File: config.mk
export PLATFORM = sky130hd
export DESIGN_NAME = fault_status_clip_regs
export DESIGN_NICKNAME = d
export VERILOG_FILES = /design/src/inc/fault_regs_pkg.sv /design/src/hdl/pin_sync.sv /design/src/hdl/fault_status_clip_regs.sv
export SDC_FILE = /design/constraint.sdc
export NUM_CORES = 1
export LEC_CHECK = 0
export BUFFER_PORTS_ARGS = -buffer_cell sky130_fd_sc_hd__buf_2
export CAP_MARGIN = 20
export CORE_ASPECT_RATIO = 2
export CORE_MARGIN = 5
export CORE_UTILIZATION = 40
export CTS_BUF_LIST = sky130_fd_sc_hd__clkbuf_8
export CTS_CLUSTER_DIAMETER = 50
export CTS_CLUSTER_SIZE = 14
export DETAILED_ROUTE_END_ITERATION = 10
export SYNTH_ARGS = -nofsm -noshare
export SYNTH_HDL_FRONTEND = slang
export SYNTH_SLANG_ARGS = --single-unit
File: constraint.sdc
create_clock -name mclk -period 2.57 [get_ports mclk]
set_clock_uncertainty 0.05 [all_clocks]
set_input_delay 0.257 -clock mclk [delete_from_list [all_inputs] [get_ports mclk]]
set_output_delay 0.257 -clock mclk [all_outputs]
set_load 0.02 [all_outputs]
File: src/inc/fault_regs_pkg.sv
package fault_regs_pkg;
  // Register addresses on the control port (8-bit register index)
  localparam logic [7:0] fault_addr       = 8'h08;
  localparam logic [7:0] clip_middle_addr = 8'h10;
  localparam logic [7:0] clip_low_addr    = 8'h11;
  localparam logic [7:0] reserved_lo_addr = 8'h09;
  localparam logic [7:0] reserved_hi_addr = 8'h0f;
  // Field positions in the fault register
  localparam int trip_sel_lsb  = 4;
  localparam int clk_err_bit   = 3;
  localparam int oc_err_bit    = 2;
  localparam int dc_err_bit    = 1;
  localparam int ot_err_bit    = 0;
  // Reset values
  localparam logic [1:0] trip_sel_reset    = 2'h0;
  localparam logic [7:0] clip_middle_reset = 8'h01;
  localparam logic [7:0] clip_low_reset    = 8'h04;
  localparam logic [5:0] clip_upper_reset  = 6'h00;
  // Trip level in quarters of nominal
  localparam logic [2:0] trip_full    = 3'h4;
  localparam logic [2:0] trip_3q      = 3'h3;
  localparam logic [2:0] trip_half    = 3'h2;
  localparam logic [2:0] trip_quarter = 3'h1;
  // Shutdown pin sampled through three flops
  localparam int sync_depth = 3;

  typedef struct packed {
    logic clk_err;
    logic oc_err;
    logic dc_err;
    logic ot_err;
  } fault_flags_t;

  typedef struct packed {
    logic       wr;
    logic       rd;
    logic [7:0] addr;
    logic [7:0] wdata;
  } reg_access_t;
endpackage

File: src/hdl/pin_sync.sv
`timescale 1ns/1ps
module pin_sync (
  input  wire logic mclk,
  input  wire logic rstn,
  input  wire logic pin_in,
  output logic      level_out
);
  logic [fault_regs_pkg::sync_depth-1:0] stage_reg;

  always_ff @(posedge mclk or negedge rstn) begin
    if (!rstn) begin
      stage_reg <= '0;
    end else begin
      stage_reg <= {stage_reg[fault_regs_pkg::sync_depth-2:0], pin_in};
    end
  end

  // Level moves only once the last two stages agree; first stage feeds only the second
  always_ff @(posedge mclk or negedge rstn) begin
    if (!rstn) begin
      level_out <= 1'b0;
    end else if (stage_reg[2] == stage_reg[1]) begin
      level_out <= stage_reg[2];
    end
  end
endmodule

File: src/hdl/fault_status_clip_regs.sv
`timescale 1ns/1ps
// Functional notes
// - Trip select resets 00; codes scale down
// - Clock error bit 3 is live, unlatched
// - Clock recovery resumes operation without host
// - Overcurrent bit 2 latches, halts until toggle
// - DC offset bit 1 latches, halts until toggle
// - Overtemp bit 0 latches, halts until toggle
// - Fault bits 7:6 read zero, read-only
// - Clip threshold is 20 bits, three fields
// - Address 0x10 holds threshold bits 13:6
// - Address 0x11 bits 7:2 hold bits 5:0
module fault_status_clip_regs (
  input  wire logic                        mclk,
  input  wire logic                        rstn,
  input  wire fault_regs_pkg::reg_access_t acc,
  output logic [7:0]                       rdata,
  input  wire logic                        speaker_shutdown_n,
  input  wire logic                        sd_ctrl_bit,
  input  wire logic                        clock_invalid,
  input  wire logic                        overcurrent_detect,
  input  wire logic                        dc_offset_detect,
  input  wire logic                        overtemp_detect,
  input  wire logic [5:0]                  clip_upper_bits,
  output logic [1:0]                       overcurrent_trip_select,
  output logic [2:0]                       trip_level_quarters,
  output logic [19:0]                      clip_threshold_level,
  output fault_regs_pkg::fault_flags_t     flags,
  output logic                             run_enable
);
  // Configuration storage
  logic                         pin_level;
  logic                         sd_active;
  logic [1:0]                   trip_reg;
  logic [7:0]                   mid_reg;
  logic [7:0]                   low_reg;

  // Fault state
  logic                         oc_reg;
  logic                         dc_reg;
  logic                         ot_reg;
  logic                         clk_reg;
  logic                         latched_any;
  logic [2:0]                   detect_vec;
  logic [2:0]                   latch_reg;

  // Next values of the output flops
  logic                         run_next;
  logic [2:0]                   quarters_next;
  logic [19:0]                  clip_next;
  logic [7:0]                   rd_next;
  fault_regs_pkg::fault_flags_t flags_next;

  pin_sync u_sd_sync (
    .mclk      (mclk),
    .rstn      (rstn),
    .pin_in    (speaker_shutdown_n),
    .level_out (pin_level)
  );

  // Shutdown from the pin or the control bit; pin reads low until synced
  assign sd_active   = !pin_level || !sd_ctrl_bit;
  assign latched_any = oc_reg || dc_reg || ot_reg;

  function automatic logic [2:0] trip_decode(input logic [1:0] code);
    case (code)
      2'h0:    trip_decode = fault_regs_pkg::trip_full;
      2'h1:    trip_decode = fault_regs_pkg::trip_3q;
      2'h2:    trip_decode = fault_regs_pkg::trip_half;
      default: trip_decode = fault_regs_pkg::trip_quarter;
    endcase
  endfunction

  // Shared by the write and read decoders so both see one map
  function automatic logic addr_hit(input logic [7:0] addr, input logic [7:0] target);
    addr_hit = (addr == target);
  endfunction

  // Reserved window; the host keeps away, reads give zero anyway
  function automatic logic addr_reserved(input logic [7:0] addr);
    addr_reserved = (addr >= fault_regs_pkg::reserved_lo_addr) &&
                    (addr <= fault_regs_pkg::reserved_hi_addr);
  endfunction

  // Bits 7:6 tied low here, never stored
  function automatic logic [7:0] fault_word(input logic [1:0] trip, input logic [3:0] status);
    fault_word = {2'h0, trip, status};
  endfunction

  // Writable configuration, one register per block
  always_ff @(posedge mclk or negedge rstn) begin
    if (!rstn) begin
      trip_reg <= fault_regs_pkg::trip_sel_reset;
    end else if (acc.wr && addr_hit(acc.addr, fault_regs_pkg::fault_addr)) begin
      trip_reg <= acc.wdata[fault_regs_pkg::trip_sel_lsb +: 2];
    end
  end

  always_ff @(posedge mclk or negedge rstn) begin
    if (!rstn) begin
      mid_reg <= fault_regs_pkg::clip_middle_reset;
    end else if (acc.wr && addr_hit(acc.addr, fault_regs_pkg::clip_middle_addr)) begin
      mid_reg <= acc.wdata;
    end
  end

  // Reserved bits 1:0 are kept as plain storage
  always_ff @(posedge mclk or negedge rstn) begin
    if (!rstn) begin
      low_reg <= fault_regs_pkg::clip_low_reset;
    end else if (acc.wr && addr_hit(acc.addr, fault_regs_pkg::clip_low_addr)) begin
      low_reg <= acc.wdata;
    end
  end

  // Latched faults: shutdown clears, but a fresh detect wins over the clear
  assign detect_vec = {overcurrent_detect, dc_offset_detect, overtemp_detect};

  // One latch per fault source except the clock, same clear for all
  for (genvar gi = 0; gi < 3; gi++) begin : g_latch
    always_ff @(posedge mclk or negedge rstn) begin
      if (!rstn) begin
        latch_reg[gi] <= 1'b0;
      end else begin
        latch_reg[gi] <= detect_vec[gi] || (latch_reg[gi] && !sd_active);
      end
    end
  end

  assign oc_reg = latch_reg[2];
  assign dc_reg = latch_reg[1];
  assign ot_reg = latch_reg[0];

  // Clock error follows the detector, no latch
  always_ff @(posedge mclk or negedge rstn) begin
    if (!rstn) begin
      clk_reg <= 1'b0;
    end else begin
      clk_reg <= clock_invalid;
    end
  end

  // Running needs no shutdown, no latched fault, valid clocks
  // Raw detector used so a clock error stops output a cycle sooner
  assign run_next = !sd_active &&
                    !latched_any &&
                    !clock_invalid;

  always_ff @(posedge mclk or negedge rstn) begin
    if (!rstn) begin
      run_enable <= 1'b0;
    end else begin
      run_enable <= run_next;
    end
  end

  // Next values for the datapath copies
  assign quarters_next = trip_decode(trip_reg);
  assign clip_next     = {clip_upper_bits, mid_reg, low_reg[7:2]};
  assign flags_next    = '{clk_err: clk_reg,
                           oc_err:  oc_reg,
                           dc_err:  dc_reg,
                           ot_err:  ot_reg};

  // Registered copies; every port leaves from a flop
  always_ff @(posedge mclk or negedge rstn) begin
    if (!rstn) begin
      overcurrent_trip_select <= fault_regs_pkg::trip_sel_reset;
    end else begin
      overcurrent_trip_select <= trip_reg;
    end
  end

  always_ff @(posedge mclk or negedge rstn) begin
    if (!rstn) begin
      trip_level_quarters <= fault_regs_pkg::trip_full;
    end else begin
      trip_level_quarters <= quarters_next;
    end
  end

  // Upper bits come from a register held elsewhere, lag of one cycle
  always_ff @(posedge mclk or negedge rstn) begin
    if (!rstn) begin
      clip_threshold_level <= {fault_regs_pkg::clip_upper_reset, fault_regs_pkg::clip_middle_reset,
                               fault_regs_pkg::clip_low_reset[7:2]};
    end else begin
      clip_threshold_level <= clip_next;
    end
  end

  always_ff @(posedge mclk or negedge rstn) begin
    if (!rstn) begin
      flags <= '0;
    end else begin
      flags <= flags_next;
    end
  end

  // Read mux; reserved and unmapped addresses give zero
  always_comb begin
    if (addr_hit(acc.addr, fault_regs_pkg::fault_addr)) begin
      rd_next = fault_word(trip_reg, {clk_reg, oc_reg, dc_reg, ot_reg});
    end else if (addr_hit(acc.addr, fault_regs_pkg::clip_middle_addr)) begin
      rd_next = mid_reg;
    end else if (addr_hit(acc.addr, fault_regs_pkg::clip_low_addr)) begin
      rd_next = low_reg;
    end else if (addr_reserved(acc.addr)) begin
      rd_next = 8'h00;
    end else begin
      rd_next = 8'h00;
    end
  end

  // Registered read costs a cycle but keeps rdata off the address path
  always_ff @(posedge mclk or negedge rstn) begin
    if (!rstn) begin
      rdata <= 8'h00;
    end else if (acc.rd) begin
      rdata <= rd_next;
    end
  end
endmodule

Word-level counts from Yosys, hierarchy flattened

Cells that the tools add are included.

Equal/unequal tests: 6
Mux-type cells: 4
Reduce and logical (&&, ||, !) cells: 20

Operators by type and width:

| kind                                                 | number |
|---|---|
| two-way mux 8 bit                                    | 3 |
| equality test 8 x 5 -> 1 bit (second input constant) | 2 |
| case mux 3 bit (3 select lines)                      | 1 |
| equality test 8 x 4 -> 1 bit (second input constant) | 1 |
| logical AND 1 bit                                    | 8 |
| logical OR 1 bit                                     | 6 |
| logical NOT 1 bit                                    | 5 |
| equality test 2 x 1 -> 1 bit (second input constant) | 1 |
| equality test 2 bit (second input constant)          | 1 |
| logical NOT 2 bit                                    | 1 |
| equality test 1 bit                                  | 1 |

Register bits after elaboration: 64
Output and inout port bits: 38
Logic and storage cells: 48

Depth between registers and ports, before layout

Word-level depth: 5
Depth in mapped cells: 5

Cells and area by module

Synthesis repeated with hierarchy kept, for this count alone.

Cell total of the unflattened synthesis: 136
Area, all modules: 2,264.7 µm²

Modules (own cells, without submodules):

| module                 | times used | cells each | area each (µm²) | sequential area each (µm²) |
|---|---|---|---|---|
| fault_status_clip_regs | 1          | 131        | 2,153.3         | 1,507.7 |
| pin_sync               | 1          | 5          | 111.4           | 100.1 |

Least setup slack after synthesis

OpenSTA, ideal clock, no wires.

Path type: input port to flip-flop
Start point: input acc[13] (netlist bit)
End point: register low_reg[0]
Setup time: 0.125 ns
Data arrival time: 1.285 ns
Slack: 1.110 ns
Stages on the path: 4
Path buffers: 1
Path through: nor4b_4 -> and4_1 -> buf_4 -> mux2_2

Cells in the longest elaborated chain, start to end: 2

Ends and longest elaborated chain:

| element                      | RTL line                      | source |
|---|---|---|
| start, declared              | fault_status_clip_regs.sv:16  | `input wire fault_regs_pkg::reg_access_t acc,` |
| equality test 8 x 5 -> 1 bit | fault_status_clip_regs.sv:76  | `addr_hit = (addr == target);` |
| logical AND 1 bit            | fault_status_clip_regs.sv:111 | `end else if (acc.wr && addr_hit(acc.addr, fault_regs_pkg::clip_low_addr)) begin` |
| end signal, assigned         | fault_status_clip_regs.sv:110 | `low_reg <= fault_regs_pkg::clip_low_reset;` |
| end signal, assigned         | fault_status_clip_regs.sv:112 | `low_reg <= acc.wdata;` |
| end, declared                | fault_status_clip_regs.sv:36  | `logic [7:0] low_reg;` |

No other way between the ends.
A chain may end at the register's enable or synchronous reset.

Final worst setup path

Start point: input acc[13] (netlist bit)
End point: register low_reg[6]

Same word-level chain as after synthesis.

==> key figures <==
Outcome
  – Status: completed

Route
  – DRT iter0 DRCs: 51
  – Post-route DRC violation count: 0
  – Post-Route WL: 4730 µm
  – Routed length per instance: 15.9 µm
  – Final ANT Viol Nets: 0
  – Pre-antenna DRT Iters: 5
  – Via density per instance: 4.96
  – Vias: 1474

Global routing
  – Largest net degree at the start of global routing: 37
  – Grt ovf: 0
  – First-pass GRT wire length: 7780 µm
  – Total GRT Usage: 14.0%
  – Initial antenna violation count: 0
  – Vias in the first global route: 1563

Floorplanning
  – Initial core utilization: 40.7%
  – Core Area: 0.00566 mm²
  – DIE HEIGHT: 117 µm
  – Std-Cell Rows: 39
  – Die area: 0.00746 mm²
  – Die width: 63.6 µm
  – # IOs: 70

STA
  – Final Hold Fails: 0
  – Slew Limit Fails: 0
  – Fin worst setup slack: 1110 ps
  – Setup violators final: 0
  – Period utilisation layout: 56.6%
  – Slew of the pin with the lowest slew margin: 654 ps
  – Hold WS: 70.5 ps
  – Slew HR: 56.3%
  – RSZ-0062 raised after global routing: false
  – Fin Setup TNS: 0 ps
  – Fmax: 687 MHz
  – Tmin final: 1460 ps

Yosys
  – Main synth FF type: dfrtp_1
  – Post-Syn Instances: 146
  – Yosys warns: 0
  – Seq cells post-synth: 64
  – Synth Cell Area: 0.00230 mm²
  – Synth cell types: 26
  – Area contributors post-synth: dfrtp_1 (64%), mux2_2 (8.8%), dfstp_2 (5.7%), nor2b_1 (3.8%), a22oi_1 (2.6%)
  – Most frequent cell after synthesis: dfrtp_1
  – Yosys top cell area share: 64.1%
  – Largest area contributor in the netlist: dfrtp_1
  – Avg Synthesized Cell Area: 15.8 µm²
  – Sequential fraction of the synthesis area: 69.8%
  – Async SR Flop Fraction: 100%
  – Post-synth EDFFs: 0
  – Top cells by count, synth: dfrtp_1 (59), mux2_2 (18), nor2b_1 (14)
  – Synthesized Nets: 181

Clocking
  – Num CTS Buffers: 9
  – Max Buffers Root-to-Sink: 2
  – CTS H-Tree Depth: 3
  – Clk Latency, worst-skew pair: 330 ps
  – Clock Sinks: 64
  – Clock slew at reported path FFs: 60 ps
  – Root buf cell: clkbuf_8
  – CTS tree: built

Worst setup path
  – Critical path type: in2reg
  – CP max stage delay: 480 ps
  – CP top delay family: simple AND/OR/NAND/NOR gates
  – Arrival @ worst endpoint: 1620 ps
  – FF-to-FF setup slack: 1470 ps
  – Max Fanout on Critical Path: 8
  – Worst path required time: 2730 ps
  – Worst R2R Path Depth: 2
  – RR Startpoint: trip_reg[0]
  – CP cell instances: buf_2 -> nor4b_4 -> and4_1 -> mux2_2
  – Buf+Inv Stages, Crit Path: 1
  – Slowest cell on the critical path: and4_1
  – R2r endpoint: trip_level_quarters[0]
  – Worst Setup Start Kind: input port
  – CP Capture Type: register

Layout
  – Diode count: 0
  – Layout cell share with drive strength beyond 1: 47.5%
  – Sequential cell area: 0.00161 mm²
  – Top reg by flops: clip_threshold_level
  – Core Util, Final: 52.2%
  – Net count of the finished layout: 266
  – Area of the multi-input gates: 649 µm²
  – Area grow syn2layout: 28.4%
  – Max reg flops: 20
  – Total of fill cells in the finished design: 491

Job
  – Max Cap Viol: 0

Power and ir drop
  – VDD IR-drop max: 486 µV
  – Power Density: 651 mW/mm²
  – Final Power: 1.92 mW
  – Lkg Pwr: 1.50 nW

Place
  – Placer Congestion: 0.743
  – Pre-CTS WS: 767 ps
  – IO buf count: 69
  – Hpwl dp: 3460 µm

Worst hold path
  – Cell depth of the worst hold path: 2
  – Hold Path Sink: oc_reg
  – HP Class: in2reg
  – HP Start: overcurrent_detect
worst max-delay path by stage:
stage | cells past startpoint | slack (ps) | endpoint | from
after floorplan | 4 | 1110 | low_reg[0] | acc[13]
after global placement | 4 | 800 | low_reg[7] | acc[13]
after detailed placement | 4 | 770 | low_reg[5] | acc[13]
after CTS | 4 | 1130 | low_reg[6] | acc[13]
after global routing | 4 | 1060 | mid_reg[2] | acc[8]
final | 4 | 1110 | low_reg[6] | acc[13]
stage by stage:
| step | cells | area [µm²] |
|---|---|---|
| after floorplan | 146 | 2300 |
| after global placement | 272 | 2710 |
| after detailed placement | 272 | 2710 |
| after CTS | 297 | 2960 |
| after global routing | 297 | 2960 |
| final | 297 | 2960 |
kinds of logic (layout without fill, tap and decap cells):
family                   count (synthesis)  after routing  synth area share, %
AO/OA/AOI/OAI                           25             25                 7.88
multiplexers                            18             18                 8.80
flip-flops                              64             64                 69.8
AND/OR/NAND/NOR                         26             26                 9.46
buffers and inverters                    9             99                 1.96
adder cells (fa/ha/maj)                  4              4                 2.07
layer usage:
layer / vias to the layer above / part of all wire (%) / wire length [µm] / track usage (%)
li1: 703 / - / - / -
met1: 700 / 40 / 1870 / 16.1
met2: 62 / 51 / 2410 / 22.3
met3: 9 / 7.2 / 339 / 4.78
met4: 0 / 2.3 / 111 / 8.32
met5: - / 0 / 0 / 0
cell type report:
class                      instances  area share [%]
sequential                        64            54.4
timing repair buffer              79            15.4
tap                               61            2.58
inverter                           4           0.508
clock inverter                     7           0.973
multi-input combinational         73            22.0
clock buffer                       9            4.19
cells in the final DEF (no fill, tap or decap), drive strengths merged, types with 3 or more instances in the layout:
cell / instances
buf: 70
dfrtp: 59
mux2: 18
nor2b: 14
inv: 9
clkbuf: 9
dlygate4sd3: 9
a22oi: 8
a41oi: 6
o21ai: 6
dfstp: 5
a31o: 3
ha: 3
nand3: 3
power breakdown:
part / switching (mW) / internal, mW / leakage (nW) / total, mW
Combinational: 0.0974 / 0.0708 / 0.580 / 0.168
Sequential: 0.0256 / 1.06 / 0.826 / 1.08
Clock: 0.345 / 0.329 / 0.0992 / 0.674
Total: 0.468 / 1.46 / 1.50 / 1.92
timing repair:
action | in CTS | in global routing
endpoints found under the hold margin | 35 | 0
setup endpoints to repair | 0 | 0
buffers inserted | 0 | 0
hold buffers | 9 | 0
gates resized for setup | 0 | 0
Power figures use the tool's default switching activity.
